### src/rtl/asp_pkg.sv
package asp_pkg;
	localparam int unsigned CLK_HZ = 250_000_000;
	localparam int unsigned BAUD_DEFAULT = 9600;
	localparam int unsigned BIT_CYCLES = CLK_HZ / BAUD_DEFAULT;
	localparam int unsigned HALF_CYCLES = BIT_CYCLES / 2;
	localparam int unsigned DATA_BITS = 7;
	localparam int unsigned STOP_BITS = 1;
	localparam logic [7:0] ADDR_RESET = 8'h00;
	localparam logic [6:0] CH_CR = 7'h0d;
	localparam logic [6:0] CH_BANG = 7'h21;
	localparam logic [6:0] CH_ZERO = 7'h30;
	localparam logic [6:0] CH_NINE = 7'h39;
	localparam logic [6:0] CH_UA = 7'h41;
	localparam logic [6:0] CH_UF = 7'h46;
	localparam logic [6:0] CH_LA = 7'h61;
	localparam logic [6:0] CH_LZ = 7'h7a;
	localparam logic [6:0] CASE_BIT = 7'h20;
	localparam int unsigned CAL_WORDS = 16;
	localparam int unsigned CAL_AW = 4;
	typedef enum logic [1:0] {
		PS_IDLE = 2'b00,
		PS_HI = 2'b01,
		PS_LO = 2'b11,
		PS_CR = 2'b10
	} asp_pstate_t;
	typedef enum logic [1:0] {
		CS_READ = 2'b00,
		CS_WAIT = 2'b01,
		CS_DONE = 2'b11
	} asp_cstate_t;
endpackage : asp_pkg

### src/rtl/asp_uart.sv
`timescale 1ns/1ns
// 7E1 serial character engine, fixed rate
module asp_uart
	import asp_pkg::*;
(
	input wire logic clk,
	input wire logic reset_n,
	input wire logic rxd,
	output logic txd,
	output logic txOe,
	input wire logic [6:0] txChar,
	input wire logic txValid,
	output logic txReady,
	output logic [6:0] rxChar,
	output logic rxValid,
	output logic rxParityErr
);
	localparam int CW = $clog2(BIT_CYCLES + 1);
	localparam logic [CW-1:0] BITC = CW'(BIT_CYCLES - 1);
	localparam logic [CW-1:0] HALFC = CW'(HALF_CYCLES - 1);
	localparam logic [3:0] FRAME = 4'(DATA_BITS + 1 + STOP_BITS);
	logic [CW-1:0] rxCnt_q;
	logic [3:0] rxBit_q;
	logic rxBusy_q;
	logic [7:0] rxSh_q;
	logic [CW-1:0] txCnt_q;
	logic [3:0] txBit_q;
	logic [9:0] txSh_q;
	logic txBusy_q;
	wire rxTick = rxBusy_q && rxCnt_q == '0;
	wire rxLast = rxTick && rxBit_q == FRAME;
	wire txTick = txBusy_q && txCnt_q == '0;
	assign txReady = !txBusy_q;
	assign txd = txBusy_q ? txSh_q[0] : 1'b1;
	// drive the shared pair only while a character is on the wire
	assign txOe = txBusy_q;
	always_ff @(posedge clk or negedge reset_n) begin
		if (!reset_n) begin
			rxBusy_q <= 1'b0;
			rxCnt_q <= '0;
			rxBit_q <= '0;
			rxSh_q <= '0;
			rxChar <= '0;
			rxValid <= 1'b0;
			rxParityErr <= 1'b0;
		end else begin
			rxValid <= 1'b0;
			if (!rxBusy_q && !rxd) begin
				rxBusy_q <= 1'b1;
				rxCnt_q <= HALFC;
				rxBit_q <= '0;
			end else if (rxBusy_q) begin
				rxCnt_q <= rxTick ? BITC : rxCnt_q - 1'b1;
				if (rxTick) begin
					rxBit_q <= rxBit_q + 1'b1;
					if (rxBit_q == 4'd0 && rxd) begin
						rxBusy_q <= 1'b0;
					end else if (rxBit_q != 4'd0 && !rxLast) begin
						rxSh_q <= {rxd, rxSh_q[7:1]};
					end
				end
				if (rxLast) begin
					rxBusy_q <= 1'b0;
					rxChar <= rxSh_q[6:0];
					rxValid <= rxd;
					rxParityErr <= rxd && (^rxSh_q);
				end
			end
		end
	end
	always_ff @(posedge clk or negedge reset_n) begin
		if (!reset_n) begin
			txBusy_q <= 1'b0;
			txCnt_q <= '0;
			txBit_q <= '0;
			txSh_q <= '1;
		end else if (!txBusy_q && txValid) begin
			txBusy_q <= 1'b1;
			txCnt_q <= BITC;
			txBit_q <= '0;
			txSh_q <= {1'b1, ^txChar, txChar, 1'b0};
		end else if (txBusy_q) begin
			txCnt_q <= txTick ? BITC : txCnt_q - 1'b1;
			if (txTick) begin
				txSh_q <= {1'b1, txSh_q[9:1]};
				txBit_q <= txBit_q + 1'b1;
				if (txBit_q == FRAME) begin
					txBusy_q <= 1'b0;
				end
			end
		end
	end
endmodule : asp_uart

### src/rtl/asp_pod.sv
`timescale 1ns/1ns
module asp_pod
	import asp_pkg::*;
(
	input wire logic clk,
	input wire logic reset_n,
	input wire logic rxd,
	output logic txd,
	output logic txOe,
	input wire logic [7:0] podAddr,
	input wire logic podAddrLoad,
	output logic [7:0] storedAddr,
	output logic addressedMode,
	output logic selected,
	output logic [6:0] cmdChar,
	output logic cmdValid,
	output logic cmdEnd,
	output logic [3:0] hexNibble,
	output logic hexIsDigit,
	input wire logic [6:0] replyChar,
	input wire logic replyValid,
	output logic replyReady,
	output logic [asp_pkg::CAL_AW-1:0] calAddr,
	output logic calRead,
	input wire logic [15:0] calData,
	input wire logic calDataValid,
	output logic [asp_pkg::CAL_WORDS*16-1:0] calTable,
	output logic calReady
);
	import asp_pkg::*;
	logic [6:0] rxChar;
	logic rxValid;
	logic rxParityErr;
	logic [6:0] txChar;
	logic txValid;
	logic txReady;
	asp_pstate_t ps_q;
	asp_cstate_t cs_q;
	logic [7:0] addr_q;
	logic sel_q;
	logic [3:0] hiNib_q;
	logic [7:0] newAddr_q;
	logic ackPend_q;
	logic midCmd_q;
	logic [CAL_AW-1:0] calIdx_q;
	logic [15:0] calMem_q [CAL_WORDS];
	asp_pstate_t ps_d;
	logic midCmd_d;
	asp_cstate_t cs_d;

	asp_uart uUart (
		.clk(clk),
		.reset_n(reset_n),
		.rxd(rxd),
		.txd(txd),
		.txOe(txOe),
		.txChar(txChar),
		.txValid(txValid),
		.txReady(txReady),
		.rxChar(rxChar),
		.rxValid(rxValid),
		.rxParityErr(rxParityErr)
	);

	// received characters are folded to upper case before any decoding
	wire goodChar = rxValid && !rxParityErr;
	wire isLower = rxChar >= CH_LA && rxChar <= CH_LZ;
	wire [6:0] upChar = isLower ? (rxChar & ~CASE_BIT) : rxChar;
	wire isDec = upChar >= CH_ZERO && upChar <= CH_NINE;
	wire isHexA = upChar >= CH_UA && upChar <= CH_UF;
	wire isHex = isDec || isHexA;
	wire [3:0] nib = isDec ? upChar[3:0] : 4'(upChar[3:0] + 4'd9);
	wire isCr = upChar == CH_CR;
	wire isBang = upChar == CH_BANG;
	wire addrMode = addr_q != ADDR_RESET;
	wire active = !addrMode || sel_q;
	wire psIdle = ps_q == PS_IDLE;
	wire psHi = ps_q == PS_HI;
	wire psLo = ps_q == PS_LO;
	wire psCr = ps_q == PS_CR;
	// a bang opens a select only at a command boundary; inside a command it is data
	wire bangOpen = isBang && !midCmd_q;
	wire [7:0] frameAddr = {hiNib_q, nib};
	// select frames naming 00 are ignored, since 00 is the unaddressed setting
	wire newNonZero = newAddr_q != ADDR_RESET;
	wire selDone = goodChar && psCr && isCr;
	wire selMatch = selDone && newAddr_q == addr_q && newNonZero;
	wire selDecide = selDone && newNonZero;
	wire ackSet = selMatch && addrMode;
	wire replyTake = replyValid && active;
	wire calTake = cs_q == CS_WAIT && calDataValid;
	wire calLast = calIdx_q == CAL_AW'(CAL_WORDS - 1);

	assign storedAddr = addr_q;
	assign addressedMode = addrMode;
	assign selected = active;
	// command stream to the command layer; select frames never pass on
	assign cmdValid = goodChar && active && psIdle && !bangOpen;
	assign cmdChar = upChar;
	assign cmdEnd = cmdValid && isCr;
	assign hexNibble = nib;
	assign hexIsDigit = isHex;
	// replies are dropped while another module holds the line
	assign txValid = ackPend_q || replyTake;
	assign txChar = ackPend_q ? CH_CR : replyChar;
	assign replyReady = !ackPend_q && (txReady || !active);
	assign calAddr = calIdx_q;
	assign calRead = cs_q == CS_READ;
	assign calReady = cs_q == CS_DONE;

	always_comb begin
		ps_d = ps_q;
		midCmd_d = midCmd_q;
		if (goodChar) begin
			unique case (ps_q)
				PS_IDLE: begin
					ps_d = bangOpen ? PS_HI : PS_IDLE;
					midCmd_d = !isCr && !bangOpen;
				end
				PS_HI: ps_d = isHex ? PS_LO : PS_IDLE;
				PS_LO: ps_d = isHex ? PS_CR : PS_IDLE;
				PS_CR: ps_d = PS_IDLE;
			endcase
		end
	end

	always_ff @(posedge clk or negedge reset_n) begin
		if (!reset_n) begin
			ps_q <= PS_IDLE;
			midCmd_q <= 1'b0;
		end else begin
			ps_q <= ps_d;
			midCmd_q <= midCmd_d;
		end
	end

	// address digits arrive high nibble first
	always_ff @(posedge clk or negedge reset_n) begin
		if (!reset_n) begin
			hiNib_q <= '0;
			newAddr_q <= '0;
		end else if (goodChar && psHi) begin
			hiNib_q <= nib;
		end else if (goodChar && psLo) begin
			newAddr_q <= frameAddr;
		end
	end

	always_ff @(posedge clk or negedge reset_n) begin
		if (!reset_n) begin
			addr_q <= ADDR_RESET;
			sel_q <= 1'b0;
			ackPend_q <= 1'b0;
		end else begin
			if (podAddrLoad) begin
				addr_q <= podAddr;
			end
			// any valid select decides who owns the line; it persists until the next one
			if (selDecide) begin
				sel_q <= selMatch;
			end
			if (ackSet) begin
				ackPend_q <= 1'b1;
			end else if (txReady) begin
				ackPend_q <= 1'b0;
			end
		end
	end

	// calibration walk at power-up, no host involvement
	always_comb begin
		cs_d = cs_q;
		unique case (cs_q)
			CS_READ: cs_d = CS_WAIT;
			CS_WAIT: cs_d = calDataValid ? (calLast ? CS_DONE : CS_READ) : CS_WAIT;
			CS_DONE: cs_d = CS_DONE;
			default: cs_d = CS_READ;
		endcase
	end

	always_ff @(posedge clk or negedge reset_n) begin
		if (!reset_n) begin
			cs_q <= CS_READ;
			calIdx_q <= '0;
		end else begin
			cs_q <= cs_d;
			if (calTake) begin
				calIdx_q <= calIdx_q + 1'b1;
			end
		end
	end

	// the table is not cleared by reset; every power-up rewrites all of it
	always_ff @(posedge clk) begin
		if (calTake) begin
			calMem_q[calIdx_q] <= calData;
		end
	end

	genvar gi;
	generate
		for (gi = 0; gi < CAL_WORDS; gi++) begin : gCal
			assign calTable[gi*16 +: 16] = calMem_q[gi];
		end
	endgenerate
endmodule : asp_pod

### config.mk
export PLATFORM = sky130hd
export DESIGN_NAME = asp_pod
export DESIGN_NICKNAME = d
export VERILOG_FILES = /design/src/rtl/asp_pkg.sv /design/src/rtl/asp_uart.sv /design/src/rtl/asp_pod.sv
export SDC_FILE = /design/constraint.sdc
export NUM_CORES = 1
export LEC_CHECK = 0
export ABC_CLOCK_PERIOD_IN_PS = 2850
export BUFFER_PORTS_ARGS = -buffer_cell sky130_fd_sc_hd__buf_2
export CAP_MARGIN = 5
export CORE_MARGIN = 4
export CORE_UTILIZATION = 53
export DETAILED_ROUTE_END_ITERATION = 10
export PLACE_DENSITY_LB_ADDON = 0.2
export SLEW_MARGIN = 15
export SYNTH_ARGS = -nofsm -noshare
export SYNTH_HDL_FRONTEND = slang
export SYNTH_SLANG_ARGS = --single-unit
### constraint.sdc
create_clock -name clk -period 2.85 [get_ports clk]
set_input_delay 0.4275 -clock clk [delete_from_list [all_inputs] [get_ports clk]]
set_output_delay 0.4275 -clock clk [all_outputs]
set_load 0.05 [all_outputs]
# Yosys cells after proc, flatten, opt, wreduce, memory -nomap -nowiden

Memories as Yosys holds them, arrays and structs flattened.
Index checks and enable logic that the tools add are counted.
W data, S select, Z words.

Memories kept: 1
Input port bits: 37
Logic and storage cells: 154
Bits in registers: 98
Memory bits (writable): 256

Reductions and logical operators: 64
$lt $le $gt $ge: 6
$add $sub $neg: 6
Bitwise operators: 3
Eq/ne operators: 12
Muxes and demuxes: 42

Memory list:

| name     | words | bits a word | rd ports | clocked after memory_dff | wr ports | line          | text |
|---|---|---|---|---|---|---|---|
| calMem_q | 16    | 16          | 16       | 0                        | 1        | asp_pod.sv:46 | `logic [15:0] calMem_q [CAL_WORDS];` |

Operators with widths:

| operator                | count |
|---|---|
| $mux W15                | 6 |
| $logic_not A15 Y1       | 2 |
| $mux W10                | 3 |
| $sub A15 B1 Y15 const B | 2 |
| $logic_and A1 B1 Y1     | 29 |
| $mux W4                 | 7 |
| $mux W1                 | 18 |
| $reduce_bool A8 Y1      | 2 |
| $ge A7 B7 Y1 const B    | 2 |
| $le A7 B7 Y1 const B    | 2 |
| $add A4 B1 Y4 const B   | 3 |
| $eq A4 B4 Y1 const B    | 3 |
| $logic_not A1 Y1        | 11 |
| $eq A8 B8 Y1            | 1 |
| $mux W2                 | 4 |
| $pmux W2 S4             | 1 |
| $reduce_and A2 Y1       | 4 |
| $reduce_bool A2 Y1      | 4 |
| $reduce_xor A8 Y1       | 1 |
| $eq A7 B4 Y1 const B    | 1 |
| $eq A7 B6 Y1 const B    | 1 |
| $ge A7 B6 Y1 const B    | 1 |
| $le A7 B6 Y1 const B    | 1 |
| $mux W7                 | 1 |
| 14 further kinds        | 23 |

# Logic depth before layout (Yosys ltp)

Gate-level depths: netlist (run 1).

Depth after elaboration: 9
Mapped depth: 8

# Hierarchy

Synthesis (run 1) repeated with hierarchy kept, for this count alone.

Cells, all modules: 797
Area, all modules: 12,974.9 sq um

Modules (own cells, without submodules):

| module   | seq. area each (sq um) | area each (sq um) | cells each | instances |
|---|---|---|---|---|
| asp_pod  | 8,463.1                | 9,565.4           | 458        | 1 |
| asp_uart | 1,662.8                | 3,409.5           | 339        | 1 |

# Least setup slack after synthesis (run 1)

No wires, ideal clock.

Kind: register to output
Start point: reg addr_q[0] (netlist: storedAddr[0])
End point: out cmdEnd
Setup slack: -0.085 ns
Stages on the path, launching flop included: 5
Arrival time: 2.508 ns
Cells stage by stage: dfrtp_1 nor4_1 a21o_1 nand2_1 nor2_1

Word-level cells in the longest chain between the ends: 7

RTL lines:

| item                             | line           | text |
|---|---|---|
| start: declaration               | asp_pod.sv:39  | `logic [7:0] addr_q;` |
| start signal: assignment         | asp_pod.sv:156 | `addr_q <= podAddr;` |
| $reduce_bool A8 Y1               | asp_pod.sv:75  | `wire addrMode = addr_q != ADDR_RESET;` |
| $logic_not A1 Y1                 | asp_pod.sv:76  | `wire active = !addrMode \|\| sel_q;` |
| $logic_or A1 B1 Y1               | asp_pod.sv:76  |  |
| named net selected               | asp_pod.sv:14  | `output logic selected,` |
| $logic_and A1 B1 Y1 (3 in a row) | asp_pod.sv:98  | `assign cmdValid = goodChar && active && psIdle && !bangOpen;` |
| $logic_and A1 B1 Y1              | asp_pod.sv:100 | `assign cmdEnd = cmdValid && isCr;` |
| end: declaration                 | asp_pod.sv:17  | `output logic cmdEnd,` |

The timed path passes the listed nets, and every way through them passes these cells.

# Worst setup path after layout (run 1)

Start point: reg uUart.rxChar[1]
End point: out hexIsDigit

Word-level cells in the longest chain between the ends: 6
Elaborated cells on any way between the ends: 11
Those cells by class: order compare (6); mux (1); reduce/logical (4)

RTL lines:

| item                                                | line                         | text |
|---|---|---|
| start: declaration                                  | asp_uart.sv:14               | `output logic [6:0] rxChar,` |
| start signal: assignment                            | asp_uart.sv:64               | `rxChar <= rxSh_q[6:0];` |
| $ge A7 B7 Y1 / $le A7 B7 Y1 (equally long branches) | asp_pod.sv:67                | `wire isLower = rxChar >= CH_LA && rxChar <= CH_LZ;` |
| $logic_and A1 B1 Y1                                 | asp_pod.sv:67                |  |
| $mux W6 *                                           | asp_pod.sv:68                | `wire [6:0] upChar = isLower ? (rxChar & ~CASE_BIT) : rxChar;` |
| $ge A7 B6 Y1, or another cell as far along          | asp_pod.sv:69                | `wire isDec = upChar >= CH_ZERO && upChar <= CH_NINE;` |
| $logic_and A1 B1 Y1, on equally long branches       | asp_pod.sv:69, asp_pod.sv:70 |  |
| $logic_or A1 B1 Y1 *                                | asp_pod.sv:71                | `wire isHex = isDec \|\| isHexA;` |
| end: declaration                                    | asp_pod.sv:19                | `output logic hexIsDigit,` |

Every way passes the cells marked *; elsewhere a longest branch is shown, timed or not.

==> impl_metrics.ini, run 1 <==
[timing]
tightest_slew_ns = 0.564
grt_setup_unrepaired = false
finalClockSkew_ns = 0.0178
layout_setup_ws_ns = 0.166
slew_headroom_pct = 62.3
fin_crit_ns = 2.68
final-hold-violation-count = 0
setup_viol = 0
fmax_mhz = 373
setup_tns_ns = 0
slew_viol_final = 0
finalCritPeriodShare_pct = 94.2

[clock_network]
cts_root_buf = clkbuf_16
tritoncts = built
cts-htree-levels = 2
cts.sinks = 353
path_clk_slew_ns = 0.06
cts-buffers-inserted = 36
clock_path_buffers = 3
clock_latency_ns = 0.51

[global_route]
grt_pass1_wl_um = 45300
antenna_found_initial = 1
grt_use_total_pct = 22.2
grt.overflow.total = 0
grt_pass1_vias = 7582
grt_max_degree = 85

[synthesis]
ys_seq_area_share_pct = 78.4
avgSynthCellArea_sq_um = 16.4
synth_fp_nets = 837
netlist_instances = 786
netlist_area_sq_um = 12900
synth.lib_cells_used.distinct = 60
async_reset_ff_share_pct = 27.5
yosysWarnings = 0
synth_flop_cell = edfxtp_1
synth-seq-cells = 353
synth_edf_count = 256

[finish]
antenna_cells = 0
nets = 1208
drive_above_1_share_pct = 39.0
design_area_sq_um = 16200
areaGrowthSynthToFinish_pct = 25.2
nFillCells = 1656

[drt]
drc_errors = 0
vias_per_cell = 5.23
vias = 7849
ant_nets = 0
detail_route.wirelength_um = 30600
post_drt_wl_per_cell_um = 20.4
drt_pass1_iterations = 5
first_iter_violations = 708

[worst_setup_path]
reg2reg_from = uUart.rxCnt_q[0]
worstPathCellList = inv_1, ha_2, o21ba_2, o21ai_2, nand2_2, buf_4, nand2_1, buf_2
worst_ep_arrival_time_ns = 2.26
r2r_cells = 7
crit_cells = 8
critPathTopFamily = buffers and inverters
r2r_slack_ns = 0.25
reg2reg_to = uUart.rxChar[0]
crit_fanout = 8
cp_slowest_cell = dfrtp_2
end_kind = output port
start_kind = flip-flop
crit_path_end = hexIsDigit
crit_path_max_incr_delay_ns = 0.45
criticalPathCategory = reg -> out
cp.buffers_inverters = 3
required_ns = 2.42
worstSetupStartpoint = uUart.rxChar[1]

[placement]
post-dp-hpwl_um = 21200
place_area_sq_um = 15100
routabilityCongestion = 0.810
io_buffers = 325
place_ws_ns = 0.235

[die]
die_h_um = 164
die-area_sq_um = 26900
core_sq_um = 23800
num_rows = 56
initial_utilization_pct = 54.4
io_pins = 326
die-width_um = 164

[pwr]
switchingPower_uw = 3590
pwr_density_cell_nw_per_um2 = 763
power.share.switching_pct = 29.1
p_int_uw = 8760
worst_ir_drop_vdd_v = 0.000544
p_clk_share_pct = 33.9
p_comb_share_pct = 16.3
p_seq_share_pct = 49.9
p_leak_uw = 0.00659

[worst_hold_path]
min_path_type = in -> reg
min-delay-start = podAddr[2]

[run]
max_cap_violations = 0

[run_status]
status = completed
-- registers in the layout, summed over array words and instances, names as in the netlist, 2 cells and up --
signal and count:
calMem_q 256, uUart.rxCnt_q 15, uUart.rxBit_q 4, uUart.txBit_q 4
newAddr_q 8, uUart.rxChar 7, storedAddr 8, calAddr 4
hiNib_q 4, uUart.txSh_q 9, uUart.txCnt_q 15, uUart.rxSh_q 8
ps_q 2, cs_q 2
-- cells by family after synthesis --
| logic type | share of synthesized area [%] |
|---|---|
| DFF | 78.4 |
| and+or+nand+nor | 8.51 |
| AOI/OAI and AO/OA | 4.19 |
| buffers and inverters | 1.57 |
| muxes | 3.38 |
| xor gates and xnor gates | 2.64 |
| adders and majority gates | 1.36 |
-- synthesized netlist by cell type (2+ instances only) --
master	number	share of area (%)
nor2_1	33	0.96
dfstp_2	9	1.8
xnor2_1	28	1.9
mux2_2	29	2.5
or2_2	5	0.24
a21o_1	2	0.12
and3_1	2	0.097
o31ai_1	2	0.12
nand4b_1	3	0.20
dfrtp_1	88	17
a21boi_0	2	0.12
and2_1	20	0.97
a211oi_1	3	0.17
o21ai_0	38	1.5
inv_1	25	0.73
o22a_1	2	0.14
ha_1	14	1.4
nor3b_1	2	0.12
nor4_1	12	0.58
a31oi_1	5	0.24
a21oi_1	15	0.58
nor2b_1	5	0.24
nand3b_1	6	0.35
nand2_1	56	1.6
nand2b_1	4	0.19
nor3_1	13	0.50
nand4_1	8	0.39
xor2_1	11	0.75
buf_4	6	0.35
nor4b_1	2	0.14
or4_1	6	0.35
a22o_1	2	0.14
a22oi_1	4	0.23
edfxtp_1	256	59
mux2i_1	11	0.85
nand3_1	10	0.39
or3_1	9	0.44
clkbuf_1	16	0.46
-- worst min-delay path by stage --
stage | endpoint | slack [ns] | cells after the start
6_report | storedAddr[2] | 0.16 | 2
4_1_cts | storedAddr[2] | 0.14 | 2
3_3_place_gp | uUart.txBit_q[1] | 0.30 | 1
2_1_floorplan | ackPend_q | 0.13 | 0
5_1_grt | storedAddr[5] | 0.14 | 2
3_5_place_dp | uUart.txBit_q[0] | 0.30 | 1
-- power groups by stage --
stage | Clock [uW] | Combinational [uW] | Sequential, uW
finish | 4180 | 2010 | 6160
global route | 4520 | 2140 | 6200
CTS | 4270 | 2030 | 6160
detailed placement | 0 | 2030 | 6260
global placement | 0 | 2010 | 6250
floorplan | 0 | 494 | 7090
-- metrics by stage --
step | power (uW) | hold WS [ns] | utilization (%) | instances
final | 12400 | 0.159 | 68.1 | 1500
after global routing | 12900 | 0.140 | 68.1 | 1500
after CTS | 12500 | 0.138 | 68.0 | 1499
after detailed placement | 8290 | 0.298 | 63.5 | 1435
after global placement | 8260 | 0.298 | 63.5 | 1435
after floorplan | 7580 | 0.132 | - | 786
-- routing by layer --
layer  track usage [%]  part of all wire (%)
met5                 0                 0.043
met4              6.67                   2.7
met3              5.22                   7.7
met2              38.6                    51
met1              27.9                    39
-- final cells by class --
cell class	count	area [sq um]	share of cell area, %
clock inverters	18	98.8	0.611
inverters	25	93.8	0.580
clock buffers	44	951	5.88
well taps	319	399	2.47
repair buffers	356	1890	11.7
flip-flops and latches	353	10100	62.6
multi-input cells	385	2620	16.2
-- what timing repair did --
| action | 4_1_cts | 5_1_grt |
|---|---|---|
| endpoints found under the hold margin | 13 | 0 |
| endpoints found under the setup margin | 4 | 5 |
| resized for setup | 5 | 4 |
| hold buffers | 1 | 0 |
| setup buffers | 1 | 1 |
| pin swaps | 0 | 1 |
-- placed cells by master, fill, tap and decap left out, types with 6 or more instances in the layout --
cell	synthesis	final
nand3_1	10	10
mux2_2	29	29
clkinv_1	0	10
nand2_1	56	55
o21ai_0	38	37
a21oi_1	15	15
buf_4	6	30
clkbuf_16	0	36
edfxtp_1	256	256
nor3_1	13	13
ha_1	14	13
or3_1	9	9
dfrtp_1	88	86
and2_1	20	20
xor2_1	11	11
clkbuf_1	16	6
nand4_1	8	8
dfstp_2	9	9
buf_2	0	323
nand3b_1	6	6
mux2i_1	11	11
inv_1	25	25
or4_1	6	6
nor2_1	33	32
xnor2_1	28	26
nor4_1	12	12
(Power assumes the default switching activity.)
==> run 2: changes to the inputs <==
CORE_MARGIN = 2   (was 4)
==> run 2 against run 1 <==
- wire length is 2.6% lower
- critical endpoint is now hexNibble[2]
- utilization is 0.063 points lower
- via count is 0.54% higher
- setup slack worse by 0.081 ns
- total power is 5.5% higher
- flip-flop and latch count stayed put
==> impl_metrics.ini, run 2 (synthesis gave the netlist of run 1 again) <==
[worst_setup_path]
criticalPathCategory = reg -> out
critPathTopFamily = compound AO/OA/AOI/OAI gates
worstPathCellList = inv_2, ha_2, o21ba_2, o21ai_2, a21boi_0, xnor2_1, inv_1, clkbuf_4
start_kind = flip-flop
end_kind = output port
required_ns = 2.42
crit_path_max_incr_delay_ns = 0.44
worst_ep_arrival_time_ns = 2.34
crit_fanout = 6
cp_slowest_cell = dfrtp_2
cp.buffers_inverters = 3

[placement]
io_buffers = 325
place_ws_ns = 0.219
routabilityCongestion = 0.842
post-dp-hpwl_um = 20300

[finish]
largest-register = calMem_q
nFillCells = 1694
antenna_cells = 0
top_regs = calMem_q: 256 flops, uUart.rxCnt_q: 15 flops, uUart.txCnt_q: 15 flops
layout_common_cells = buf_2 (322), edfxtp_1 (256), dfrtp_1 (86)
multi_input_comb_area_sq_um = 2610
final_common_cell = buf_2
drive_above_1_share_pct = 39.9
regArea_sq_um = 10100
largest_reg_flops = 256
areaGrowthSynthToFinish_pct = 27.0
finalCoreUtilization_pct = 68.1
nets = 1210

[pwr]
p_comb_share_pct = 15.4
pwr_density_cell_nw_per_um2 = 794
p_seq_share_pct = 47.3
p_int_uw = 9410
power.share.switching_pct = 27.8
p_clk_share_pct = 37.3
p_leak_uw = 0.00669
switchingPower_uw = 3630
worst_ir_drop_vdd_v = 0.000534
total_power_uw = 13000

[die]
num_rows = 57
die-area_sq_um = 25600
die-width_um = 160
initial_utilization_pct = 53.6
die_h_um = 160
io_pins = 326
core_sq_um = 24100

[drt]
first_iter_violations = 559
post_drt_wl_per_cell_um = 19.8
vias = 7891
ant_nets = 0
drc_errors = 0
drt_pass1_iterations = 5
vias_per_cell = 5.23
detail_route.wirelength_um = 29800

[global_route]
grt_pass1_wl_um = 44700
grt_use_total_pct = 23.0
grt_max_degree = 46
antenna_found_initial = 1
grt_pass1_vias = 7561
grt.overflow.total = 0

[timing]
final-hold-violation-count = 0
layout_setup_ws_ns = 0.0850
tightest_slew_ns = 0.793
finalClockSkew_ns = 0.0124
fmax_mhz = 362
fin_crit_ns = 2.77
slew_viol_final = 0
setup_viol = 0
setup_tns_ns = 0
finalCritPeriodShare_pct = 97.0
slew_headroom_pct = 47.2

[clock_network]
clock_latency_ns = 0.51
cts-buffers-inserted = 35
cts-htree-levels = 2
tritoncts = built
path_clk_slew_ns = 0.06
clock_path_buffers = 3
cts_root_buf = clkbuf_16
cts.sinks = 353

[worst_hold_path]
min_path_type = in -> reg

[run]
max_cap_violations = 0

[run_status]
status = completed
## run 2: layout make-up
class	instances	area share, %
clock buffers	43	5.79
inverters	25	0.572
clock inverters	19	1.75
well taps	324	2.47
repair buffers	359	11.8
flip-flops and latches	353	61.7
multi-input cells	385	15.9
## run 2: repair_timing
action / 4_1_cts / 5_1_grt
cloned: 0 / 0
endpoints found under the hold margin: 14 / 0
pin swaps: 0 / 1
buffers inserted: 0 / 4
endpoints found under the setup margin: 4 / 4
gates resized for setup: 5 / 5
hold buffers: 1 / 0
## run 2: worst paths after layout
check,slack (ns),startpoint,end,depth (start not counted)
max,0.08,uUart.rxChar[1],hexNibble[2],8
min,0.15,podAddr[6],storedAddr[6],2
max reg2reg,0.20,uUart.rxCnt_q[0],uUart.rxChar[6],7
min reg2reg,0.49,hiNib_q[3],hiNib_q[3],2
max in group asynchronous,1.79,reset_n,uUart.rxCnt_q[10],3
min in group asynchronous,0.37,reset_n,uUart.txCnt_q[4],2
## run 2: metrics by stage
stage,instances,instance area (sq um),hold WS [ns]
after floorplan,786,12900,0.132
after global placement,1441,15100,0.358
after detailed placement,1441,15100,0.353
after CTS,1504,16400,0.132
after global routing,1508,16400,0.131
final,1508,16400,0.152
## run 2: per-layer routing
metal	track usage, %	share of wire (%)	vias to the layer above
met5	0	0	-
met4	8.39	3.4	0
met3	5.35	7.0	60
met2	39.2	50	335
met1	29.1	39	3837
li1	-	-	3659
## run 2: power groups by stage
stage	Sequential, uW	Clock (uW)	Combinational (uW)
after floorplan	7090	0	494
after global placement	6250	0	2010
after detailed placement	6270	0	2020
after CTS	6160	4930	2030
after global routing	6200	5140	2130
final	6160	4860	2010
==> run 3: changes to the inputs <==
ABC_AREA = 1   (was unset)
SYNTH_HIERARCHICAL = 1   (was unset)
==> run 3 against run 2 <==
- hold slack worse by 0.099 ns
- utilization down 1.2 points
- sequential power decreased by 5.8%
- fmax grew 5.1%
- critical path type unchanged
==> impl_metrics.ini, run 3 <==
[worst_setup_path]
end_kind = output port
cp_slowest_cell = dfrtp_1
reg2reg_from = storedAddr[5]
critPathTopFamily = flip-flops
crit_fanout = 7
criticalPathCategory = reg -> out
worstPathCellList = inv_1, ha_1, inv_1, nor2_1, nand4_1, nand2_1, nor3b_2, buf_2
r2r_slack_ns = 0.67
reg2reg_to = uUart/txBit_q[2]
crit_top_cell = inv_1
required_ns = 2.42
start_kind = flip-flop
r2r_cells = 15
worst_ep_arrival_time_ns = 2.20
crit_path_max_incr_delay_ns = 0.50
cp.buffers_inverters = 3

[drt]
detail_route.wirelength_um = 32600
vias = 8816
drc_errors = 0
drt_pass1_iterations = 7
ant_nets = 0
first_iter_violations = 758
vias_per_cell = 5.06
post_drt_wl_per_cell_um = 18.7

[timing]
fin_crit_ns = 2.63
setup_viol = 0
finalCritPeriodShare_pct = 92.3
finalClockSkew_ns = 0.0122
grt_setup_unrepaired = false
tightest_slew_ns = 0.909
slew_viol_final = 0
fmax_mhz = 380
slew_headroom_pct = 39.4
setup_tns_ns = 0
final-hold-violation-count = 0

[finish]
top_regs = calMem_q: 256 flops, uUart/rxCnt_q: 15 flops, uUart/txCnt_q: 15 flops
nets = 1436
drive_above_1_share_pct = 34.7
areaGrowthSynthToFinish_pct = 24.6
largest_reg_flops = 256
final_common_cell = buf_2
layout_common_cells = buf_2 (324), edfxtp_1 (256), nand2_1 (207)
antenna_cells = 0
largest-register = calMem_q

[synthesis]
netlist_area_sq_um = 13400
synth_area_leaders = edfxtp_1 (57%), dfrtp_1 (16%), nand2_1 (5.8%)
synth_fp_nets = 1060
synth_flop_cell = edfxtp_1
yosysWarnings = 6
synth.lib_cells_used.distinct = 37
netlist_instances = 1009
async_reset_ff_share_pct = 27.5
avgSynthCellArea_sq_um = 13.3
synth_common_cells = edfxtp_1 (256), nand2_1 (207), inv_1 (105), dfrtp_1 (88), nor2_1 (85)
synthXorXnorAreaFrac_pct = 2.08
synth_area_leader_cell = edfxtp_1
synth_top_family_by_area = simple AND/OR/NAND/NOR gates
synth_edf_count = 256
synth_most_common_cell = edfxtp_1
muxShareOfSynthArea_pct = 0
synthSimpleGateAreaFrac_pct = 14.1
synthAdderAreaFrac_pct = 1.30
netlist.area_leader.share_pct = 57.2
ys_seq_area_share_pct = 75.3
synth_compound_area_share_pct = 3.28
synth-seq-cells = 353

[clock_network]
cts-buffers-inserted = 36
tritoncts = built
cts_root_buf = clkbuf_16
cts_setup_buffers = 0
cts.sinks = 353
path_clk_slew_ns = 0.05
post_cts_resized = 0
clock_path_buffers = 3
hold_buffers = 0
cts-htree-levels = 2
clock_latency_ns = 0.51

[pwr]
worst_ir_drop_vdd_v = 0.000578
p_leak_uw = 0.00719
pwr_density_cell_nw_per_um2 = 643
total_power_uw = 10800

[die]
die-width_um = 163
io_pins = 326
core_sq_um = 25000
initial_utilization_pct = 53.7
die-area_sq_um = 26700
num_rows = 58
die_h_um = 163

[global_route]
grt.overflow.total = 0
grt_max_degree = 75
grt_pass1_vias = 8407
grt_use_total_pct = 24.3
grt_pass1_wl_um = 48500
antenna_found_initial = 0

[placement]
routabilityCongestion = 0.872
post-dp-hpwl_um = 23100
io_buffers = 325

[run]
max_cap_violations = 0

[worst_hold_path]
min_path_type = in -> async

[run_status]
status = completed
run 3: report_power, final:
| part | switching, uW | internal (uW) | total, uW |
|---|---|---|---|
| Clock | 1840 | 2540 | 4380 |
| Combinational | 406 | 195 | 602 |
| Sequential | 117 | 5680 | 5800 |
run 3: logic make-up after synthesis:
family                     count (synthesis)
adders and majority gates                 14
AOI/OAI and AO/OA                         73
xor gates and xnor gates                  32
and+or+nand+nor                          411
DFF                                      353
buffers and inverters                    126
run 3: area by class of cell:
cell class	count	area, sq um
multi-input combinational	530	2840
tap	330	413
clock inverter	17	119
clock buffer	48	987
sequential	353	10100
fill	1851	8280
inverter	115	434
timing repair buffer	349	1830
run 3: stage by stage:
step	util (%)	instances	hold slack, ns	setup WS, ns	area, sq um
floorplan	-	1009	0.132	0.255	13500
global placement	62.5	1677	0.454	0.741	15600
detailed placement	62.5	1677	0.456	0.662	15600
CTS	66.9	1742	0.0931	0.193	16800
global route	66.9	1742	0.140	0.0630	16800
finish	66.9	1742	0.0523	0.218	16800
run 3: routing by layer:
metal  global-route usage, %  vias up  part of all wire [%]
met4                    8.69        0                   3.1
met5                       0        -                     0
met1                    31.7     4201                    40
met2                    41.7      385                    50
li1                        -     4164                     -
met3                    3.81       66                   7.3
run 3: worst max path at each step:
stage | from | end | cells after the start
finish | uUart/rxChar[1] | cmdEnd | 8
global route | uUart/rxChar[1] | cmdEnd | 8
CTS | uUart/rxChar[1] | cmdEnd | 8
detailed placement | storedAddr[5] | uUart/txBit_q[2] | 15
global placement | storedAddr[7] | uUart/txBit_q[2] | 15
floorplan | storedAddr[7] | replyReady | 6
run 3: worst register-to-register path: cells and delay by family (launching register included):
kind / cells / cell delay (ns)
buffers and inverters: 6 / 0.69
and+or+nand+nor: 8 / 0.87
AOI/OAI and AO/OA: 1 / 0.08
DFF: 1 / 0.41
